--- src/hdl/asc_defines.svh ---
// Register map, field positions, reset values and timing counts
// Notes on behaviour
// - Result left-aligned: high byte bits 11..4, low byte upper nibble 3..0.
// - Both result bytes are read-only; writes leave the result alone.
// - Channel field bits 2..0 selects inputs 0..4; codes 5..7 unused.
// - Port field bits 5..3 value n makes port B lines 0..n-1 analog.
// - Analog lines lose digital function and pull-high resistor.
// - Converter powered off while port field is zero, on otherwise.
// - Start bit 7 rising resets converter and sets done flag to 1.
// - Start bit falling after its rise begins converting selected channel.
// - Conversion end clears done flag bit 6 and loads result bytes.
// - Conversion end raises the interrupt request; enabling is external.
// - Clock field bits 1..0 divide system clock by 2, 8 or 32.
`ifndef ASC_DEFINES_SVH
`define ASC_DEFINES_SVH

`define ASC_IDX_RES_LO 6'h20
`define ASC_IDX_RES_HI 6'h21
`define ASC_IDX_CTRL 6'h22
`define ASC_IDX_CLKSET 6'h23

`define ASC_CTRL_CHAN_LSB 0
`define ASC_CTRL_PCR_LSB 3
`define ASC_CTRL_DONE_BIT 6
`define ASC_CTRL_START_BIT 7
`define ASC_CLK_SEL_LSB 0
`define ASC_CLK_TEST_BIT 7

`define ASC_CTRL_RESET 8'h00
`define ASC_CLKSET_RESET 8'h00
`define ASC_DONE_RESET 1'b0

`define ASC_DIV_SEL_2 2'h0
`define ASC_DIV_SEL_8 2'h1
`define ASC_DIV_SEL_32 2'h2
`define ASC_DIV_2 5'h01
`define ASC_DIV_8 5'h07
`define ASC_DIV_32 5'h1f

`define ASC_CONV_TICKS 5'h10
`define ASC_NUM_LINES 5

`endif

--- src/hdl/asc_pkg.sv ---
// Types shared by the converter control block
`default_nettype none
package asc_pkg;

	typedef enum logic [1:0] {
		ASC_IDLE = 2'h0,
		ASC_ARMED = 2'h1,
		ASC_CONV = 2'h3
	} asc_state_type;

	typedef struct packed {
		logic [4:0] cnt;
		logic tick;
	} asc_div_regs_type;

	typedef struct packed {
		logic [2:0] chan;
		logic [2:0] pcr;
		logic start;
		logic done;
		logic [1:0] clk_sel;
		logic test;
		logic [11:0] result;
		asc_state_type st;
		logic [4:0] tick_cnt;
		logic [31:0] prdata;
		logic pready;
		logic pslverr;
		logic irq;
		logic conv_rst;
		logic conv_clk;
		logic sample;
		logic pwr;
		logic [4:0] analog;
	} asc_regs_type;

endpackage
`default_nettype wire

--- src/hdl/asc_clkdiv.sv ---
// Converter clock divider producing a one-cycle tick enable
`timescale 1ns/10ps
`default_nettype none
`include "asc_defines.svh"
module asc_clkdiv (
	input wire logic clk_i, // System clock
	input wire logic rst_n_i, // Synchronous reset, active low
	input wire logic run_i, // Count while high, restart when low
	input wire logic [1:0] sel_i, // Divider select
	output logic tick_o // One-cycle converter clock enable
);
	import asc_pkg::*;

	asc_div_regs_type r_r;
	asc_div_regs_type r_nxt;
	logic [4:0] last;

	always_comb begin
		r_nxt = r_r;
		unique case (sel_i)
			`ASC_DIV_SEL_2: last = `ASC_DIV_2;
			`ASC_DIV_SEL_8: last = `ASC_DIV_8;
			// Undefined code falls back to the slowest rate, the safe one
			default: last = `ASC_DIV_32;
		endcase
		r_nxt.tick = 1'b0;
		if (!run_i) begin
			r_nxt.cnt = 5'h00;
		end else if (r_r.cnt >= last) begin
			r_nxt.cnt = 5'h00;
			r_nxt.tick = 1'b1;
		end else begin
			r_nxt.cnt = r_r.cnt + 5'h01;
		end
	end

	always_ff @(posedge clk_i) begin
		if (!rst_n_i) begin
			r_r <= '0;
		end else begin
			r_r <= r_nxt;
		end
	end

	assign tick_o = r_r.tick;

endmodule
`default_nettype wire

--- src/hdl/asc_ctrl.sv ---
// Converter sequencing control with APB register access
`timescale 1ns/10ps
`default_nettype none
`include "asc_defines.svh"
module asc_ctrl #(
	parameter logic [4:0] CONV_TICKS = `ASC_CONV_TICKS
) (
	input wire logic clk_i, // System clock, 250 MHz
	input wire logic rst_n_i, // Synchronous reset, active low
	input wire logic psel_i, // APB select
	input wire logic penable_i, // APB enable
	input wire logic pwrite_i, // APB direction, high for write
	input wire logic [7:0] paddr_i, // APB byte address
	input wire logic [31:0] pwdata_i, // APB write data
	input wire logic [3:0] pstrb_i, // APB write byte strobes
	output logic [31:0] prdata_o, // APB read data
	output logic pready_o, // APB ready
	output logic pslverr_o, // APB error for unmapped address
	input wire logic [11:0] conv_data_i, // Converter raw result
	output logic conv_pwr_o, // Converter power enable
	output logic conv_rst_o, // Converter held in reset
	output logic conv_clk_o, // Converter clock enable pulse
	output logic conv_sample_o, // Converter running a conversion
	output logic [2:0] conv_chan_o, // Selected analog input
	output logic [4:0] pb_analog_o, // Port B line analog, digital off
	output logic conv_irq_o, // End of conversion request pulse
	output logic test_mode_o // Clock register test bit
);
	import asc_pkg::*;

	asc_regs_type r_r;
	asc_regs_type r_nxt;
	logic tick;
	logic div_run;
	logic setup;
	logic access;
	logic wr_ctrl;
	logic wr_clk;
	logic mapped;
	logic [5:0] idx;
	logic new_start;
	logic [7:0] ctrl_rd;
	logic [7:0] clk_rd;
	logic [7:0] rd_byte;

	assign div_run = r_r.st == ASC_CONV;

	asc_clkdiv u_div (
		.clk_i(clk_i),
		.rst_n_i(rst_n_i),
		.run_i(div_run),
		.sel_i(r_r.clk_sel),
		.tick_o(tick)
	);

	// Registers sit on word boundaries at four times their index
	assign idx = paddr_i[7:2];
	assign setup = psel_i && !penable_i;
	// Ready is registered, so every access phase ends after one cycle
	assign access = psel_i && penable_i && r_r.pready;
	assign mapped = idx == `ASC_IDX_RES_LO || idx == `ASC_IDX_RES_HI ||
		idx == `ASC_IDX_CTRL || idx == `ASC_IDX_CLKSET;
	assign wr_ctrl = access && pwrite_i && pstrb_i[0] &&
		idx == `ASC_IDX_CTRL;
	assign wr_clk = access && pwrite_i && pstrb_i[0] &&
		idx == `ASC_IDX_CLKSET;
	assign new_start = wr_ctrl ? pwdata_i[`ASC_CTRL_START_BIT] : r_r.start;

	always_comb begin
		ctrl_rd = 8'h00;
		ctrl_rd[`ASC_CTRL_CHAN_LSB +: 3] = r_r.chan;
		ctrl_rd[`ASC_CTRL_PCR_LSB +: 3] = r_r.pcr;
		ctrl_rd[`ASC_CTRL_DONE_BIT] = r_r.done;
		ctrl_rd[`ASC_CTRL_START_BIT] = r_r.start;
		clk_rd = 8'h00;
		clk_rd[`ASC_CLK_SEL_LSB +: 2] = r_r.clk_sel;
		clk_rd[`ASC_CLK_TEST_BIT] = r_r.test;
	end

	always_comb begin
		unique case (idx)
			`ASC_IDX_RES_LO: rd_byte = {r_r.result[3:0], 4'h0};
			`ASC_IDX_RES_HI: rd_byte = r_r.result[11:4];
			`ASC_IDX_CTRL: rd_byte = ctrl_rd;
			`ASC_IDX_CLKSET: rd_byte = clk_rd;
			default: rd_byte = 8'h00;
		endcase
	end

	always_comb begin
		r_nxt = r_r;
		r_nxt.irq = 1'b0;
		r_nxt.conv_clk = 1'b0;

		// Bus answer: data and status prepared in setup, shown in access
		if (setup) begin
			r_nxt.pready = 1'b1;
			r_nxt.pslverr = !mapped;
			r_nxt.prdata = pwrite_i ? 32'h0000_0000 : {24'h00_0000, rd_byte};
		end else if (access) begin
			r_nxt.pready = 1'b0;
			r_nxt.pslverr = 1'b0;
		end

		// Result bytes take no write path at all
		if (wr_ctrl) begin
			r_nxt.chan = pwdata_i[`ASC_CTRL_CHAN_LSB +: 3];
			r_nxt.pcr = pwdata_i[`ASC_CTRL_PCR_LSB +: 3];
			r_nxt.start = new_start;
		end
		if (wr_clk) begin
			r_nxt.clk_sel = pwdata_i[`ASC_CLK_SEL_LSB +: 2];
			r_nxt.test = pwdata_i[`ASC_CLK_TEST_BIT];
		end

		r_nxt.pwr = r_nxt.pcr != 3'h0;
		for (int i = 0; i < `ASC_NUM_LINES; i++) begin
			r_nxt.analog[i] = 3'(i) < r_nxt.pcr;
		end

		unique case (r_r.st)
			ASC_IDLE: begin
				if (!r_r.start && new_start) begin
					r_nxt.st = ASC_ARMED;
					r_nxt.done = 1'b1;
				end
			end
			ASC_ARMED: begin
				if (!new_start) begin
					r_nxt.st = ASC_CONV;
					r_nxt.tick_cnt = 5'h00;
				end
			end
			ASC_CONV: begin
				if (!r_r.start && new_start) begin
					// A fresh rise aborts and rearms the converter
					r_nxt.st = ASC_ARMED;
					r_nxt.done = 1'b1;
				end else if (tick) begin
					r_nxt.conv_clk = 1'b1;
					if (r_r.tick_cnt == CONV_TICKS - 5'h01) begin
						r_nxt.st = ASC_IDLE;
						r_nxt.done = 1'b0;
						r_nxt.result = conv_data_i;
						r_nxt.irq = 1'b1;
					end else begin
						r_nxt.tick_cnt = r_r.tick_cnt + 5'h01;
					end
				end
			end
		endcase

		// Without power nothing converts; the done flag keeps its value
		if (!r_nxt.pwr && r_nxt.st != ASC_IDLE) begin
			r_nxt.st = ASC_IDLE;
		end
		r_nxt.conv_rst = r_nxt.st == ASC_ARMED;
		r_nxt.sample = r_nxt.st == ASC_CONV;
	end

	always_ff @(posedge clk_i) begin
		if (!rst_n_i) begin
			r_r <= '0;
			r_r.chan <= 3'(`ASC_CTRL_RESET >> `ASC_CTRL_CHAN_LSB);
			r_r.pcr <= 3'(`ASC_CTRL_RESET >> `ASC_CTRL_PCR_LSB);
			r_r.done <= `ASC_DONE_RESET;
			r_r.clk_sel <= 2'(`ASC_CLKSET_RESET);
			r_r.st <= ASC_IDLE;
		end else begin
			r_r <= r_nxt;
		end
	end

	assign prdata_o = r_r.prdata;
	assign pready_o = r_r.pready;
	assign pslverr_o = r_r.pslverr;
	assign conv_pwr_o = r_r.pwr;
	assign conv_rst_o = r_r.conv_rst;
	assign conv_clk_o = r_r.conv_clk;
	assign conv_sample_o = r_r.sample;
	assign conv_chan_o = r_r.chan;
	assign pb_analog_o = r_r.analog;
	assign conv_irq_o = r_r.irq;
	assign test_mode_o = r_r.test;

endmodule
`default_nettype wire

--- config.mk ---
export PLATFORM = sky130hd
export DESIGN_NAME = asc_ctrl
export DESIGN_NICKNAME = d
export VERILOG_FILES = /design/src/hdl/asc_pkg.sv /design/src/hdl/asc_clkdiv.sv /design/src/hdl/asc_ctrl.sv
export VERILOG_INCLUDE_DIRS = /design/src /design/src/hdl
export SDC_FILE = /design/constraint.sdc
export NUM_CORES = 1
export LEC_CHECK = 0
export ABC_AREA = 1
export BUFFER_PORTS_ARGS = -buffer_cell sky130_fd_sc_hd__buf_2
export CAP_MARGIN = 5
export CORE_MARGIN = 2
export CORE_UTILIZATION = 25
export CTS_CLUSTER_SIZE = 30
export DETAILED_ROUTE_END_ITERATION = 8
export GPL_ROUTABILITY_DRIVEN = 1
export SYNTH_ARGS = -nofsm -noshare
export SYNTH_HDL_FRONTEND = slang
export SYNTH_SLANG_ARGS = --single-unit
--- constraint.sdc ---
create_clock -name clk_i -period 4.15 [get_ports clk_i]
set_input_delay 1.245 -clock clk_i [delete_from_list [all_inputs] [get_ports clk_i]]
set_output_delay 1.245 -clock clk_i [all_outputs]
set_load 0.1 [all_outputs]
# [After elaboration in Yosys (flattened, before gate mapping)]
# Cells that the tools add are included.
[totals] output_inout_bits=48 register_bits=80 wordCells=104
[classes] addsub=2 n_mux=25 n_reduce_logical=30 bitwise_logic=4 eq_ne=17 n_lt_le_gt_ge=6
[op_table] cell="case mux 8 bit (4 select lines)" n=1
[op_table] cell="equality test 6 bit (second input constant)" n=4
[op_table] cell="case mux 5 bit (2 select lines)" n=2
[op_table] cell="2-to-1 mux 7 bit" n=2
[op_table] cell="2-to-1 mux 2 bit" n=6
[op_table] cell="adder 5 x 1 -> 5 bit (second input constant)" n=2
[op_table] cell="2-to-1 mux 5 bit" n=2
[op_table] cell="!= test 2 bit (second input constant)" n=5
[op_table] cell="logical AND 1 bit" n=9
[op_table] cell="2-to-1 mux 1 bit" n=8
[op_table] cell="2-to-1 mux 8 bit" n=1
[op_table] cell="AND reduction 4 bit" n=2
[op_table] cell="nonzero test 2 bit" n=4
[op_table] cell="equality test 2 x 1 -> 1 bit (second input constant)" n=3
[op_table] cell="less-than comparator 1 x 3 -> 1 bit (first input constant)" n=2
[op_table] cell="less-than comparator 2 x 3 -> 1 bit (first input constant)" n=2
[op_table] cell="!= test 3 bit (second input constant)" n=2
[op_table] cell="case mux 2 bit (3 select lines)" n=1
[op_table] cell="OR reduction 3 bit" n=2
[op_table] cell="equality test 5 x 4 -> 1 bit (second input constant)" n=1
[op_table] cell="greater-or-equal comparator 5 bit" n=1
[op_table] cell="AND reduction 5 bit" n=1
[op_table] cell="equality test 2 bit (second input constant)" n=2
[op_table] cell="logical NOT 1 bit" n=4
[op_table] cell="other kinds (9)" n=15

# [Depth between registers and ports, before layout]
[logic_depth] word_depth=13 mapped_depth=11 mapped_depth_nobuf=11

# [Cells and area by module]
# From an unflattened synthesis, not the netlist that was laid out.
[unflattened] cells_unflattened=380 hier_area_um2=2821.5
[modules_own_cells] module="asc_ctrl" area_each_um2=2518.7 n_inst=1 cells_per_inst=344
[modules_own_cells] module="asc_clkdiv" area_each_um2=302.8 n_inst=1 cells_per_inst=36

# [Worst setup path after synthesis]
# OpenSTA, ideal clock, no wires.
[synth_timing] path_type="input to register" from="input port penable_i" to="register r_r[50] (netlist bit)" setup_slack_ns=1.831 required_time_ns=4.036 path_buffers=1 arrival_ns=2.205 setup_time_ns=0.114 path_stages=8 cell_sequence="nand3_1 > nor2_4 > nand3_2 > buf_6 > o21ai_4 > nand3_2 > nand2_1 > nor2_1"
[synth_between] elab_chain_len=12 elab_cells_between_ends=17 classes_between="7 x mux; 10 x reduce/logical"
[synth_rtl] item="start, declared" line_no="asc_ctrl.sv:11" rtl="input wire logic penable_i,"
[synth_rtl] item="logical AND 1 bit (*) (2 in a row)" line_no="asc_ctrl.sv:60" rtl="assign access = psel_i && penable_i && r_r.pready;"
[synth_rtl] item="logical AND 1 bit (*) (2 in a row)" line_no="asc_ctrl.sv:63" rtl="assign wr_ctrl = access && pwrite_i && pstrb_i[0] &&"
[synth_rtl] item="logical AND 1 bit (no line) (*)"
[synth_rtl] item="2-to-1 mux 1 bit" line_no="asc_ctrl.sv:67" rtl="assign new_start = wr_ctrl ? pwdata_i[`ASC_CTRL_START_BIT] : r_r.start;"
[synth_rtl] item="logical AND 1 bit" line_no="asc_ctrl.sv:123, asc_ctrl.sv:135"
[synth_rtl] item="2-to-1 mux 2 bit (on tied branches)" line_no="asc_ctrl.sv:135, asc_ctrl.sv:123"
[synth_rtl] item="case mux 2 bit (3 select lines)" line_no="asc_ctrl.sv:121" rtl="unique case (r_r.st)"
[synth_rtl] item="nonzero test 2 bit" line_no="asc_ctrl.sv:154" rtl="if (!r_nxt.pwr && r_nxt.st != ASC_IDLE) begin"
[synth_rtl] item="logical AND 1 bit" line_no="asc_ctrl.sv:154"
[synth_rtl] item="2-to-1 mux 2 bit (*)" line_no="asc_ctrl.sv:154"
[synth_rtl] item="end signal, assigned" line_no="asc_ctrl.sv:170" rtl="r_r <= r_nxt;"
[synth_rtl] item="end, declared" line_no="asc_ctrl.sv:31" rtl="asc_regs_type r_r;"
# Every way passes the cells marked *; elsewhere a longest branch is shown, timed or not. The select of a mux whose other input is x is not followed.
# A chain may end at the register's enable or synchronous reset.

# [Worst setup path after layout]
[layout_timing] from="input port paddr_i[4]" to="register r_r[48] (netlist bit)"
[layout_between] elab_chain_len=6 elab_cells_between_ends=7 classes_between="3 x eq/ne; 1 x mux; 3 x reduce/logical"
[layout_rtl] item="start, declared" line_no="asc_ctrl.sv:13" rtl="input wire logic [7:0] paddr_i,"
[layout_rtl] item="equality test 6 bit (*)"
[layout_rtl] item="logical AND 1 bit (no line) (*)"
[layout_rtl] item="2-to-1 mux 1 bit (*)" line_no="asc_ctrl.sv:67"
[layout_rtl] item="logical AND 1 bit" line_no="asc_ctrl.sv:135" rtl="if (!r_r.start && new_start) begin"
[layout_rtl] item="!= test 2 bit (no line)"
[layout_rtl] item="AND reduction 5 bit (no line) (*)"
# Every way passes the cells marked *; elsewhere a longest branch is shown, timed or not.

==> reports/summary.txt <==
status: finished, final reports clean
top post-synthesis cells by area: dfxtp_1 (39%), buf_4 (11%), nor2_1 (8.3%)
Antenna diodes: 0
ANT nets after route: 0
clock buffer depth: 2
slowest stage delay, CP: 320 ps
clock skew: 8.58 ps
critical path type: primary input to flip-flop
Die ar.: 12100 sq um
count leader, synth: nor2_1
Clk pin slew, worst setup/hold paths: 80 ps
crit path DAT: 2780 ps
Cell Rows: 38
die width: 110 microns
total global-route track usage: 10.6%
CTS tree: yes
Power, Total: 1.18 mW
worst endpoint required time: 4390 ps
via count: 2319
top cell type by total area after synthesis: dfxtp_1
antenna violations before repair: 0
Post-synth top flop: dfxtp_1
via density per instance: 4.16
share of post-route cells with drive strength above 1: 21.1%
hpwl dp: 4980 microns
Yosys top cell area share: 39.0%
clk root buf: clkbuf_16
total grt overflow: 0
Seq cells post-synth: 55
Synth top cells by count: nor2_1 (62), nand2_1 (60), dfxtp_1 (55)
clk_lat worst skew: 300 ps
drt pass-1 iters: 4
drt first-iter violations: 70
chip height: 110 microns
Post-synth ARST share: 0%
clock sink count: 55
Final nets: 487
Seq/Total Area, Yosys: 39.0%
Hold-fix buffers, CTS: 0
Leak: 1.46 nW
Synth cell types: 36
Residual DRC: 0
Min-Delay Path Class: flip-flop to flip-flop
most numerous cell on the critical path: nand2_1
Cells after Synth: 378
# Max-Cap Violations: 0
crit path capture type: flip-flop
worst-path cell chain: buf_2 -> inv_1 -> nand2_1 -> nor2_1 -> nand3_2 -> nand2_1 -> nand3_2 -> nand2_2 -> nand2_2 -> inv_2 -> nand3_1 -> nand2_1
Num CTS Buffers: 5
number of global-route vias before repair: 2128
Final GP Congestion: 0.839
wire per inst: 11.1 microns
critical path's slowest cell: nand3_2
routed wire length: 6180 microns
# setup viols final: 0
Area Growth Syn to Fin: 13.3%
CTS-repair resized insts: 0
largest net degree at the start of global routing: 28
Worst IR Drop VDD: 0.000160 V
Final Hold Fails: 0
WP buf/inv: 3
Max Slew Vio Count: 0
Worst setup SP type: primary input
worst-margin pin slew: 525 ps
period utilisation layout: 61.3%
setup TNS: 0 ps
I/O pins: 109
RSZ-0062 raised after global routing: no
core box area: 10900 sq um
first-pass GRT wire length: 9930 microns
Max-slew headroom: 64.8%
final worst path period need: 2540 ps
number of synthesis warnings: 0
H-Tree Depth: 2
critical path fanouts, max: 11
fmax: 393 MHz
delay-heaviest family, CP: simple AND/OR/NAND/NOR gates
Syn Area/Cell: 7.46 sq um
Power Dens Cells: 369 nW/um^2
IO buf count: 54
Post-Syn Area: 2820 sq um
setup repair bufs after CTS: 0
Post-synth EDFFs: 0
Initial Util: 25.8%
[registers in the layout, indices dropped and copies added, names as in the netlist, 2 cells and up]
name,cells
conv_chan_o,3
pb_analog_o,5
r_r,19
u_div.r_r,5
clk_rd,2
prdata_o,8
ctrl_rd,4
[kinds of logic after synthesis]
group                      Yosys count  share of synthesized area [%]
other                                1                          0.133
buffers and inverters               93                           18.2
AOI/OAI and AO/OA                   54                           11.0
adders and majority gates           10                           4.44
xor gates and xnor gates             3                          0.932
DFF                                 55                           39.0
and+or+nand+nor                    162                           26.3
[per-layer routing]
layer	track usage (%)	vias to the layer above	part of all wire, %
met5	0	-	0
met4	3.93	0	1.6
met3	2.53	8	5.5
met2	16.4	65	44
met1	14.3	1039	49
li1	-	1207	-
[placed cells by master (no fill, tap or decap), types with 5 or more instances in the layout]
master	count
inv_1	42
a21oi_1	18
nand2_1	60
o21ai_0	25
buf_2	54
nor2_1	62
ha_1	10
nand3_1	18
dfxtp_1	55
conb_1	24
clkbuf_16	5
nand2_2	6
[cell type report]
class	count	area [sq um]
Multi-Input combinational cell	253	1290
Clock inverter	3	50.0
Fill cell	1173	7740
Inverter	46	173
Timing Repair Buffer	55	278
Sequential cell	55	1100
Clock buffer	5	125
Tap cell	140	175
[worst register-to-register path, stage by stage, from the launching register on]
cell and delay, ps:
dfxtp_1 380, ha_1 190, nand2_1 80, nor2_1 120, ha_1 240, nand2_1 70, nor2_1 220, nand2_2 210
inv_2 220, nor2_1 70, nor2_1 90
[worst paths after layout]
kind	from	to	slack, ps	cells past startpoint
setup / recovery	paddr_i[4]	r_r[48]	1610	12
hold / removal	prdata_o[3]	prdata_o[3]	460	2
setup reg to reg	r_r[44]	r_r[53]	2200	10
hold reg to reg	prdata_o[3]	prdata_o[3]	460	2
[report_power, final]
part / total, mW / internal [mW] / switching [mW]
combinational: 0.151 / 0.0170 / 0.134
clock: 0.497 / 0.292 / 0.205
sequential: 0.530 / 0.529 / 0.00126
total: 1.18 / 0.837 / 0.341
[per-stage QoR]
stage	worst slack [ps]	cell area [sq um]	cells	hold WS (ps)	utilization (%)
2_1_floorplan	1830	2910	401	430	-
3_3_place_gp	1340	3020	549	445	27.6
3_5_place_dp	1310	3020	549	453	27.6
4_1_cts	1600	3190	557	466	29.2
5_1_grt	1440	3190	557	486	29.2
6_report	1610	3190	557	462	29.2
(Power assumes the default switching activity.)
